`src/core/pd_watchdog_pkg.sv`:
```
// Constants shared by the process data watchdog status block and its counters.
// Assumes byte-wide register accesses addressed by a 16-bit byte address.

package pd_watchdog_pkg;

  // ---------------------------------------------------------------------------
  // Register byte addresses
  // ---------------------------------------------------------------------------
  localparam logic [15:0] ADDR_WD_STATE_LO    = 16'h0440;
  localparam logic [15:0] ADDR_WD_STATE_HI    = 16'h0441;
  localparam logic [15:0] ADDR_PD_EXPIRY_CNT  = 16'h0442;
  localparam logic [15:0] ADDR_HOST_EXPIRY_CNT = 16'h0443;

  // ---------------------------------------------------------------------------
  // Field layout and reset values
  // ---------------------------------------------------------------------------
  localparam int          WD_STATE_BIT       = 0;
  localparam int          EVENT_REQ_BIT      = 6;
  localparam int          TIME_WIDTH         = 16;
  localparam int          EXPIRY_CNT_WIDTH   = 8;
  localparam logic [15:0] WD_TIME_DISABLED   = 16'h0000;
  localparam logic [7:0]  EXPIRY_CNT_RESET   = 8'h00;
  localparam logic [7:0]  RDATA_RESET        = 8'h00;
  localparam logic        WD_STATE_RESET     = 1'b1;
  localparam logic        EVENT_REQ_RESET    = 1'b0;

  // ---------------------------------------------------------------------------
  // Watchdog states
  // ---------------------------------------------------------------------------
  typedef enum logic [1:0] {
    WD_OFF     = 2'b00,
    WD_RUN     = 2'b01,
    WD_EXPIRED = 2'b10
  } wd_state_e;

endpackage

```
`src/core/expiry_counter.sv`:
```
// Saturating expiry counter with a clear input.
// Assumes single clock, synchronous active-high reset.

`timescale 1ns/1ps
`default_nettype none

module expiry_counter
  import pd_watchdog_pkg::*;
#(
  parameter int WIDTH = EXPIRY_CNT_WIDTH
) (
  input  wire logic             i_clk,    // System clock
  input  wire logic             i_reset,  // Synchronous reset, active high
  input  wire logic             i_count,  // One-cycle expiry event
  input  wire logic             i_clear,  // One-cycle clear request
  output logic [WIDTH-1:0]      o_value   // Current count
);

  generate
    if (WIDTH < 1) begin : g_bad_width
      $error("expiry_counter: WIDTH must be at least 1");
    end
  endgenerate

  logic [WIDTH-1:0] value_q;
  logic             at_max;

  assign at_max  = &value_q;
  assign o_value = value_q;

  // A clear in the same cycle as an expiry keeps that expiry, so no event is lost.
  always_ff @(posedge i_clk) begin
    if (i_reset) begin
      value_q <= WIDTH'(EXPIRY_CNT_RESET);
    end else if (i_clear) begin
      value_q <= i_count ? WIDTH'(1) : '0;
    end else if (i_count && !at_max) begin
      value_q <= value_q + WIDTH'(1);
    end
  end

endmodule

`default_nettype wire

```
`src/core/pd_watchdog_status.sv`:
```
// Process data watchdog with its status flag, expiry counters and event request.
// Assumes the watchdog divider supplies one tick pulse per basic increment, and
// that both register sides present byte accesses as one-cycle strobes.

`timescale 1ns/1ps
`default_nettype none

module pd_watchdog_status
  import pd_watchdog_pkg::*;
#(
  parameter int TIME_W = TIME_WIDTH,
  parameter int CNT_W  = EXPIRY_CNT_WIDTH
) (
  input  wire logic              i_clk,             // System clock, 50 MHz
  input  wire logic              i_reset,           // Synchronous reset, active high
  // Watchdog timing
  input  wire logic              i_wd_tick,         // One basic watchdog increment
  input  wire logic [TIME_W-1:0] i_wd_time,         // Process data watchdog time
  input  wire logic              i_bcm_trigger,     // Write to a triggering channel manager
  input  wire logic              i_host_wd_expired, // Host interface watchdog expiry pulse
  input  wire logic              i_ack_by_write,    // Host acknowledge by write selected
  // Network master side register access
  input  wire logic [15:0]       i_nm_addr,         // Master byte address
  input  wire logic              i_nm_wr,           // Master write strobe
  input  wire logic              i_nm_rd,           // Master read strobe
  input  wire logic [7:0]        i_nm_wdata,        // Master write data, ignored
  output logic [7:0]             o_nm_rdata,        // Master read data
  // Local host side register access
  input  wire logic [15:0]       i_lh_addr,         // Host byte address
  input  wire logic              i_lh_wr,           // Host write strobe
  input  wire logic              i_lh_rd,           // Host read strobe
  input  wire logic [7:0]        i_lh_wdata,        // Host write data, ignored
  output logic [7:0]             o_lh_rdata,        // Host read data
  // Status toward the rest of the controller
  output logic                   o_wd_state,        // 1 running or off, 0 expired
  output logic                   o_wd_expired,      // One-cycle expiry pulse
  output logic                   o_event_req        // Application layer event request bit
);

  // ---------------------------------------------------------------------------
  // Elaboration checks
  // ---------------------------------------------------------------------------
  generate
    if (TIME_W < 1 || TIME_W > 32) begin : g_bad_time
      $error("pd_watchdog_status: TIME_W must be 1 to 32");
    end
    if (CNT_W < 1 || CNT_W > 8) begin : g_bad_cnt
      $error("pd_watchdog_status: CNT_W must fit one byte");
    end
  endgenerate

  // ---------------------------------------------------------------------------
  // Declarations
  // ---------------------------------------------------------------------------
  wd_state_e          state_q;
  wd_state_e          state_d;
  logic [TIME_W-1:0]  ticks_q;
  logic [TIME_W-1:0]  ticks_d;
  logic               expire;
  logic               expired_pulse_q;
  logic               event_req_q;
  logic [7:0]         nm_rdata_q;
  logic [7:0]         lh_rdata_q;
  logic [CNT_W-1:0]   pd_count;
  logic [CNT_W-1:0]   host_count;
  logic               wd_disabled;
  logic               lh_status_hit;
  logic               nm_count_hit;
  logic               lh_ack;
  logic               counters_clear;
  logic [7:0]         status_lo;

  // The write data on both sides is deliberately unused: a write to these
  // registers is at most an action, never a store.
  logic               unused_wdata;
  assign unused_wdata = ^{i_nm_wdata, i_lh_wdata};

  // ---------------------------------------------------------------------------
  // Watchdog timer
  // ---------------------------------------------------------------------------
  assign wd_disabled = (i_wd_time == TIME_W'(WD_TIME_DISABLED));

  always_comb begin
    state_d = state_q;
    ticks_d = ticks_q;
    expire  = 1'b0;
    case (state_q)
      WD_OFF: begin
        ticks_d = '0;
        if (!wd_disabled) begin
          state_d = WD_RUN;
        end
      end
      WD_RUN: begin
        if (wd_disabled) begin
          state_d = WD_OFF;
          ticks_d = '0;
        end else if (i_bcm_trigger) begin
          ticks_d = '0;
        end else if (i_wd_tick) begin
          if (ticks_q + TIME_W'(1) >= i_wd_time) begin
            state_d = WD_EXPIRED;
            ticks_d = '0;
            expire  = 1'b1;
          end else begin
            ticks_d = ticks_q + TIME_W'(1);
          end
        end
      end
      WD_EXPIRED: begin
        ticks_d = '0;
        if (wd_disabled) begin
          state_d = WD_OFF;
        end else if (i_bcm_trigger) begin
          state_d = WD_RUN;
        end
      end
      default: begin
        state_d = WD_OFF;
        ticks_d = '0;
      end
    endcase
  end

  always_ff @(posedge i_clk) begin
    if (i_reset) begin
      state_q <= WD_OFF;
      ticks_q <= '0;
    end else begin
      state_q <= state_d;
      ticks_q <= ticks_d;
    end
  end

  always_ff @(posedge i_clk) begin
    if (i_reset) begin
      expired_pulse_q <= 1'b0;
    end else begin
      expired_pulse_q <= expire;
    end
  end

  // ---------------------------------------------------------------------------
  // Address decode
  // ---------------------------------------------------------------------------
  // Master accesses to the status register are reads only; nothing decodes a
  // master write there, so such writes fall away.
  assign lh_status_hit  = (i_lh_addr == ADDR_WD_STATE_LO) || (i_lh_addr == ADDR_WD_STATE_HI);
  assign nm_count_hit   = (i_nm_addr == ADDR_PD_EXPIRY_CNT) || (i_nm_addr == ADDR_HOST_EXPIRY_CNT);
  assign counters_clear = i_nm_wr && nm_count_hit;

  // Only one of the two acknowledge forms is live at a time.
  assign lh_ack = lh_status_hit && (i_ack_by_write ? i_lh_wr
                                                   : i_lh_rd);

  // ---------------------------------------------------------------------------
  // Event request
  // ---------------------------------------------------------------------------
  // An expiry in the same cycle as an acknowledge wins, so the host still sees it.
  always_ff @(posedge i_clk) begin
    if (i_reset) begin
      event_req_q <= EVENT_REQ_RESET;
    end else if (expire) begin
      event_req_q <= 1'b1;
    end else if (lh_ack) begin
      event_req_q <= 1'b0;
    end
  end

  // ---------------------------------------------------------------------------
  // Expiry counters
  // ---------------------------------------------------------------------------
  expiry_counter #(
    .WIDTH (CNT_W)
  ) u_pd_count (
    .i_clk   (i_clk),
    .i_reset (i_reset),
    .i_count (expire),
    .i_clear (counters_clear),
    .o_value (pd_count)
  );

  expiry_counter #(
    .WIDTH (CNT_W)
  ) u_host_count (
    .i_clk   (i_clk),
    .i_reset (i_reset),
    .i_count (i_host_wd_expired),
    .i_clear (counters_clear),
    .o_value (host_count)
  );

  // ---------------------------------------------------------------------------
  // Read data
  // ---------------------------------------------------------------------------
  always_comb begin
    status_lo               = 8'h00;
    status_lo[WD_STATE_BIT] = (state_q != WD_EXPIRED);
  end

  // Host writes never reach the counters: the host path only reads them.
  always_ff @(posedge i_clk) begin
    if (i_reset) begin
      lh_rdata_q <= RDATA_RESET;
    end else if (i_lh_rd) begin
      case (i_lh_addr)
        ADDR_WD_STATE_LO:    lh_rdata_q <= status_lo;
        ADDR_PD_EXPIRY_CNT:  lh_rdata_q <= 8'(pd_count);
        ADDR_HOST_EXPIRY_CNT: lh_rdata_q <= 8'(host_count);
        default:             lh_rdata_q <= 8'h00;
      endcase
    end
  end

  always_ff @(posedge i_clk) begin
    if (i_reset) begin
      nm_rdata_q <= RDATA_RESET;
    end else if (i_nm_rd) begin
      case (i_nm_addr)
        ADDR_WD_STATE_LO:    nm_rdata_q <= status_lo;
        ADDR_PD_EXPIRY_CNT:  nm_rdata_q <= 8'(pd_count);
        ADDR_HOST_EXPIRY_CNT: nm_rdata_q <= 8'(host_count);
        default:             nm_rdata_q <= 8'h00;
      endcase
    end
  end

  // ---------------------------------------------------------------------------
  // Outputs
  // ---------------------------------------------------------------------------
  assign o_nm_rdata   = nm_rdata_q;
  assign o_lh_rdata   = lh_rdata_q;
  assign o_wd_state   = (state_q != WD_EXPIRED);
  assign o_wd_expired = expired_pulse_q;
  assign o_event_req  = event_req_q;

endmodule

`default_nettype wire

```
`config.mk`:
```
export PLATFORM = sky130hd
export DESIGN_NAME = pd_watchdog_status
export DESIGN_NICKNAME = d
export VERILOG_FILES = /design/src/core/pd_watchdog_pkg.sv /design/src/core/expiry_counter.sv /design/src/core/pd_watchdog_status.sv
export SDC_FILE = /design/constraint.sdc
export NUM_CORES = 1
export LEC_CHECK = 0
export BUFFER_PORTS_ARGS = -buffer_cell sky130_fd_sc_hd__buf_2
export CORE_UTILIZATION = 47
export CTS_CLUSTER_DIAMETER = 60
export DETAILED_ROUTE_END_ITERATION = 8
export PLACE_DENSITY = 0.8
export SETUP_SLACK_MARGIN = 0.1
export SLEW_MARGIN = 10
export SYNTH_ARGS = -nofsm -noshare
export SYNTH_HDL_FRONTEND = slang
export SYNTH_SLANG_ARGS = --single-unit
```
`constraint.sdc`:
```
create_clock -name i_clk -period 3.3 [get_ports i_clk]
set_input_delay 0.495 -clock i_clk [delete_from_list [all_inputs] [get_ports i_clk]]
set_output_delay 0.495 -clock i_clk [all_outputs]
set_load 0.01 [all_outputs]
```
* After elaboration in Yosys (flattened, before gate mapping)
Cells that the tools add are included.
** Storage, ports and cells
- Logic and storage cells :: 70
- Register bits after elaboration :: 52
- Bits in read-only memories :: 0
- Output and inout port bits :: 19
- RAM bits :: 0
- Input bits :: 74
- Memories kept :: 0
- Latch bits :: 0
** Operators by class
- Shifts and indexed selects :: 0
- Multiply operators :: 0
- Equality and inequality tests :: 15
- Divide/modulo/power cells :: 0
- Bitwise operators :: 1
- Add/subtract/negate cells :: 3
- Reductions and logical operators :: 17
- Mux-type cells :: 25
- Order comparisons :: 1
** Operators by type and width (number)
- == test 16 x 11 -> 1 bit (second input constant) :: 7
- case mux 8 bit (3 select lines) :: 2
- two-way mux 8 bit :: 4
- adder 16 x 1 -> 16 bit (second input constant) :: 1
- adder 8 x 1 -> 8 bit (second input constant) :: 2
- >= comparator 16 bit :: 1
- zero test 16 bit :: 1
- two-way mux 16 bit :: 1
- AND reduction 8 bit :: 2
- two-way mux 2 bit :: 7
- != test 3 bit (second input constant) :: 4
- two-way mux 1 bit :: 10
- case mux 2 bit (3 select lines) :: 1
- nonzero test 2 bit :: 3
- AND reduction 5 bit :: 1
- logical AND 1 bit :: 4
- != test 2 bit (second input constant) :: 2
- OR reduction 4 bit :: 1
- == test 2 x 1 -> 1 bit (second input constant) :: 1
- == test 2 bit (second input constant) :: 1
- zero test 1 bit :: 2
- zero test 2 bit :: 1
- logical OR 1 bit :: 2
- inverter 1 bit :: 1

* Longest topological paths before layout
- Word-level depth :: 10
- Gate-level depth with buffers :: 15
- Mapped depth without buffers :: 13

* Hierarchy
A second synthesis with hierarchy kept.
** Second synthesis, totals
- Cell total of the unflattened synthesis :: 414
- Area total of the unflattened synthesis :: 3479.6 µm²
** Modules (own cells, without submodules)
- pd_watchdog_status :: instances 1, area each 2576.2 µm², sequential area each 720.7 µm², cells each 318
- expiry_counter :: instances 2, area each 451.7 µm², sequential area each 160.2 µm², cells each 48

* Least setup slack after synthesis
OpenSTA, ideal clock, no wires.
- Path type :: register to register
- Start point :: register ticks_q[4]
- End point :: register ticks_q[14]
- Library setup time :: 0.122 ns
- Period minus slack after synthesis :: 3.328 ns
- Cell stages (with the launch flop) :: 14
- Required time :: 3.178 ns
- Arrival :: 3.207 ns
- Path buffers :: 2
- Slack :: -0.028 ns
- Cells stage by stage :: dfxtp_1 nand3_1 or3_1 or3_1 xnor2_1 ha_1 nand4_1 a211oi_1 a32oi_1 and2_1 clkbuf_1 and3_4 buf_6 a221o_1
** On the way
- Cells in the longest elaborated chain, start to end :: 3
** Ends and longest elaborated chain
- from (decl) :: line pd_watchdog_status.sv:57 : logic [TIME_W-1:0] ticks_q;
- from (signal assigned) :: line pd_watchdog_status.sv:131 : ticks_q <= ticks_d;
- adder 16 x 1 -> 16 bit * :: line pd_watchdog_status.sv:101, pd_watchdog_status.sv:106
- >= comparator 16 bit :: line pd_watchdog_status.sv:101 : if (ticks_q + TIME_W'(1) >= i_wd_time) begin
- two-way mux 16 bit * :: line pd_watchdog_status.sv:101
Every way passes the cells marked *; elsewhere a longest branch is shown, timed or not.
A chain may end at the register's enable or synchronous reset.

* Final worst setup path
- Start point :: register ticks_q[4]
- End point :: register u_pd_count.value_q[7], in the netlist u_pd_count.o_value[7]
** On the way
- Cells in the longest elaborated chain, start to end :: 9
** Ends and longest elaborated chain
- adder 16 x 1 -> 16 bit :: line pd_watchdog_status.sv:101
- >= comparator 16 bit :: line pd_watchdog_status.sv:101
- two-way mux 1 bit :: line pd_watchdog_status.sv:101
- two-way mux 1 bit :: line pd_watchdog_status.sv:100 : end else if (i_wd_tick) begin
- two-way mux 1 bit :: line pd_watchdog_status.sv:98 : end else if (i_bcm_trigger) begin
- two-way mux 1 bit :: line pd_watchdog_status.sv:95 : if (wd_disabled) begin
- two-way mux 1 bit :: line pd_watchdog_status.sv:87 : case (state_q)
- logical AND 1 bit :: line expiry_counter.sv:37 : end else if (i_count && !at_max) begin
- nonzero test 2 bit (no line)
- to (signal assigned) :: line expiry_counter.sv:34 : value_q <= WIDTH'(EXPIRY_CNT_RESET);
- to (signal assigned) :: line expiry_counter.sv:36 : value_q <= i_count ? WIDTH'(1) : '0;
- to (signal assigned) :: line expiry_counter.sv:38 : value_q <= value_q + WIDTH'(1);
- to (decl) :: line expiry_counter.sv:25 : logic [WIDTH-1:0] value_q;
Every way passes these cells.

==> results.toml <==
[outcome]
status = "finished with violations"
violations = "DRC"

[worst_setup_path]
start_kind = "flop"
worstReg2RegEnd = "u_pd_count.o_value[7]"
rrSetupSlack_ps = 40
worstSetupEndpoint = "u_pd_count.o_value[7]"
critPathRequiredTime_ps = 3500
arrival_ps = 3460
end_kind = "flop"
worstPathCellList = "nand3_4 -> or3_4 -> or3_4 -> xnor2_2 -> ha_1 -> nand4_1 -> a211oi_2 -> a32oi_2 -> buf_4 -> a2111oi_2 -> xnor2_1 -> nor2_1"
crit_type = "flop to flop"
cp-startpoint = "ticks_q[4]"
path_delay_family = "simple AND/OR/NAND/NOR gates"
reg2reg_depth = 12
crit_buf_inv = 1
crit_cells = 12
slowest_delay_ps = 410
crit_path_frequent_cell = "or3_4"
r2r_start = "ticks_q[4]"
critPathSlowestCell = "a2111oi_2"
crit_fanout = 4

[grt]
grt_pass1_wl_um = 13460
grt_util_met3_pct = 3.956
grt_usage_pct = 23.77
met1_usage_pct = 32.70
overflow = 0
grt_pass1_vias = 2869
met2_usage_pct = 38.15
antenna_found_initial = 0
grt_max_degree = 21
grt.busiest_layer = "met2"

[clock_network]
clock_path_buffers = 2
clock_sinks = 52
cts_buffers = 5
root_buffer = "clkbuf_8"
htree_levels = 2
path_clk_slew_ps = 90
clock_latency_ps = 320
cts_tree = "done"

[floorplan]
die_y_um = 84.04
io_pins = 93
rows = 29
die_w_um = 84.04
die_area_um2 = 7062
start_util_pct = 49.25
core_area_um2 = 6422

[yosys]
synth_top_area_share_pct = 32.91
synth_edf_count = 0
ys_types = 53
netlist_top_cells_area = "dfxtp_1 (33%), ha_1 (7.5%), nor2_1 (5.6%)"
synth_area_leader_cell = "dfxtp_1"
synth_seq_area_share_pct = 32.91
netlist_instances = 391
syn_area_per_cell_um2 = 8.090
synthArstFlopShare_pct = 0
yosysWarnings = 0
synth_ff_type = "dfxtp_1"
synth_area_um2 = 3163
synth_fp_nets = 484
synth_seq_cells = 52

[route]
drtIter0Drc = 255
drt_pass1_iterations = 7
viasPerCell = 5.732
routedWlPerCell_um = 14.68
drcViolationCount = 14
drtAntennaViolNets = 0
wl_um = 8280
vias = 3233

[timing]
maxSlewViolCount = 0
period_share_pct = 98.73
rsz0062_at_grt = "yes"
setup_viol = 0
finalHoldViolations = 0
fmax_ghz = 0.3069
maxSlewHeadroom_pct = 68.02
tns_ps = 0
worst_pin_slew_ps = 476.5
fin_skew_ps = 16.72
finalCriticalPeriod_ps = 3258
worst_slack_ps = 41.88

[pwr]
leakagePower_nw = 1.754
power_density_nw_per_um2 = 279.7
peakVddDrop_mv = 0.1464

[layout]
antenna_cells = 0
nets = 579
layout_commonest_cell = "buf_2"
most-common-layout-cells = "buf_2 (76), dfxtp_1 (47), nor2_1 (44)"
syn_to_final_growth_pct = 26.62
layout-drive-gt1-share_pct = 31.42

[job]
cap_violations = 0

[place]
hpwl_um = 6126
io_buffers = 76
gp_congestion = 0.8621
dp_slack_ps = -52.85

[worst_hold_path]
hold_path.class = "flop to flop"
hold_depth = 2
-- per-layer routing --
metal | share of wire [%] | wire length, µm
met3 | 6.4 | 531
met4 | 1.7 | 143
met5 | 0 | 0
met2 | 46 | 3834
met1 | 46 | 3771
-- kinds of logic (layout without fill, tap and decap cells) --
| family | count (synthesis) | in the layout | synth area share [%] |
|---|---|---|---|
| AOI/OAI and AO/OA | 80 | 80 | 16.38 |
| xor gates and xnor gates | 22 | 22 | 6.092 |
| adders and majority gates | 19 | 19 | 7.516 |
| buffers and inverters | 38 | 132 | 4.786 |
| DFF | 52 | 52 | 32.91 |
| muxes | 16 | 16 | 5.063 |
| and+or+nand+nor | 164 | 166 | 27.26 |
-- final cells by class --
| type | count | area (µm²) |
|---|---|---|
| Clock buffer | 6 | 72.57 |
| Clock inverter | 2 | 16.27 |
| Fill cell | 528 | 2417 |
| Inverter | 25 | 93.84 |
| Multi-Input combinational cell | 303 | 2118 |
| Sequential cell | 52 | 1055 |
| Tap cell | 77 | 96.34 |
| Timing Repair Buffer | 99 | 553.0 |
-- worst min-delay path by stage --
stage,start,endpoint,slack (ps)
2_1_floorplan,ticks_q[3],ticks_q[3],470
3_5_place_dp,o_nm_rdata[3],o_nm_rdata[3],440
3_3_place_gp,o_nm_rdata[3],o_nm_rdata[3],440
4_1_cts,o_nm_rdata[3],o_nm_rdata[3],460
6_report,o_nm_rdata[3],o_nm_rdata[3],450
5_1_grt,o_nm_rdata[6],o_nm_rdata[6],490
-- sequential cells by signal, indices dropped and copies added, names as in the netlist --
signal / count
o_nm_rdata: 8
u_host_count.o_value: 8
o_lh_rdata: 8
o_wd_expired: 1
state_q: 2
ticks_q: 16
o_event_req: 1
u_pd_count.o_value: 8
-- report_power, final --
| group | switching, W | total [W] | internal [W] | leakage [nW] |
|---|---|---|---|---|
| clock | 0.000223 | 0.000374 | 0.000151 | 0.0414 |
| combinational | 0.0000622 | 0.000114 | 0.0000515 | 1.29 |
| sequential | 0.00000494 | 0.000633 | 0.000628 | 0.423 |
-- what timing repair did --
item                                    CTS  global route
setup buffers                             2             2
pin swaps                                 2            19
hold buffers                              0             0
gates cloned                              0             2
endpoints found under the setup margin   21            20
gates resized for setup                  11            23
-- cells in the mapped netlist, types with 3 or more instances --
cell and instances:
or3_1 6, nand3b_1 3, mux2i_1 16, inv_1 24
and3_1 6, nor3_1 7, dfxtp_1 52, or4_1 3
nor2b_1 3, a21oi_1 29, nor4b_1 4, nor2_1 47
a22o_2 7, or2_2 3, nand2b_1 5, ha_1 19
o21ai_0 22, xor2_1 6, nor4_1 6, nand4_1 12
clkbuf_1 11, nand2_1 28, nand3_1 17, xnor2_1 16
-- through the flow --
stage                     hold slack [ps]  instance area, µm²  utilization (%)  instances  total power [W]
after global routing                489.2                4005            62.36        564         0.001169
after global placement              436.7                3760            58.54        551        0.0007516
after detailed placement            438.1                3760            58.54        551        0.0007557
after floorplan                     474.6                3192                -        391        0.0007023
final                               454.9                4005            62.36        564         0.001120
after CTS                           460.6                3900            60.72        561         0.001122
-- tightest hold or removal path, cell delays in order, from the launching register on --
cell and delay [ps]:
dfxtp_1 330, nand2_1 40, o21ai_0 50
(Power assumes the default switching activity.)
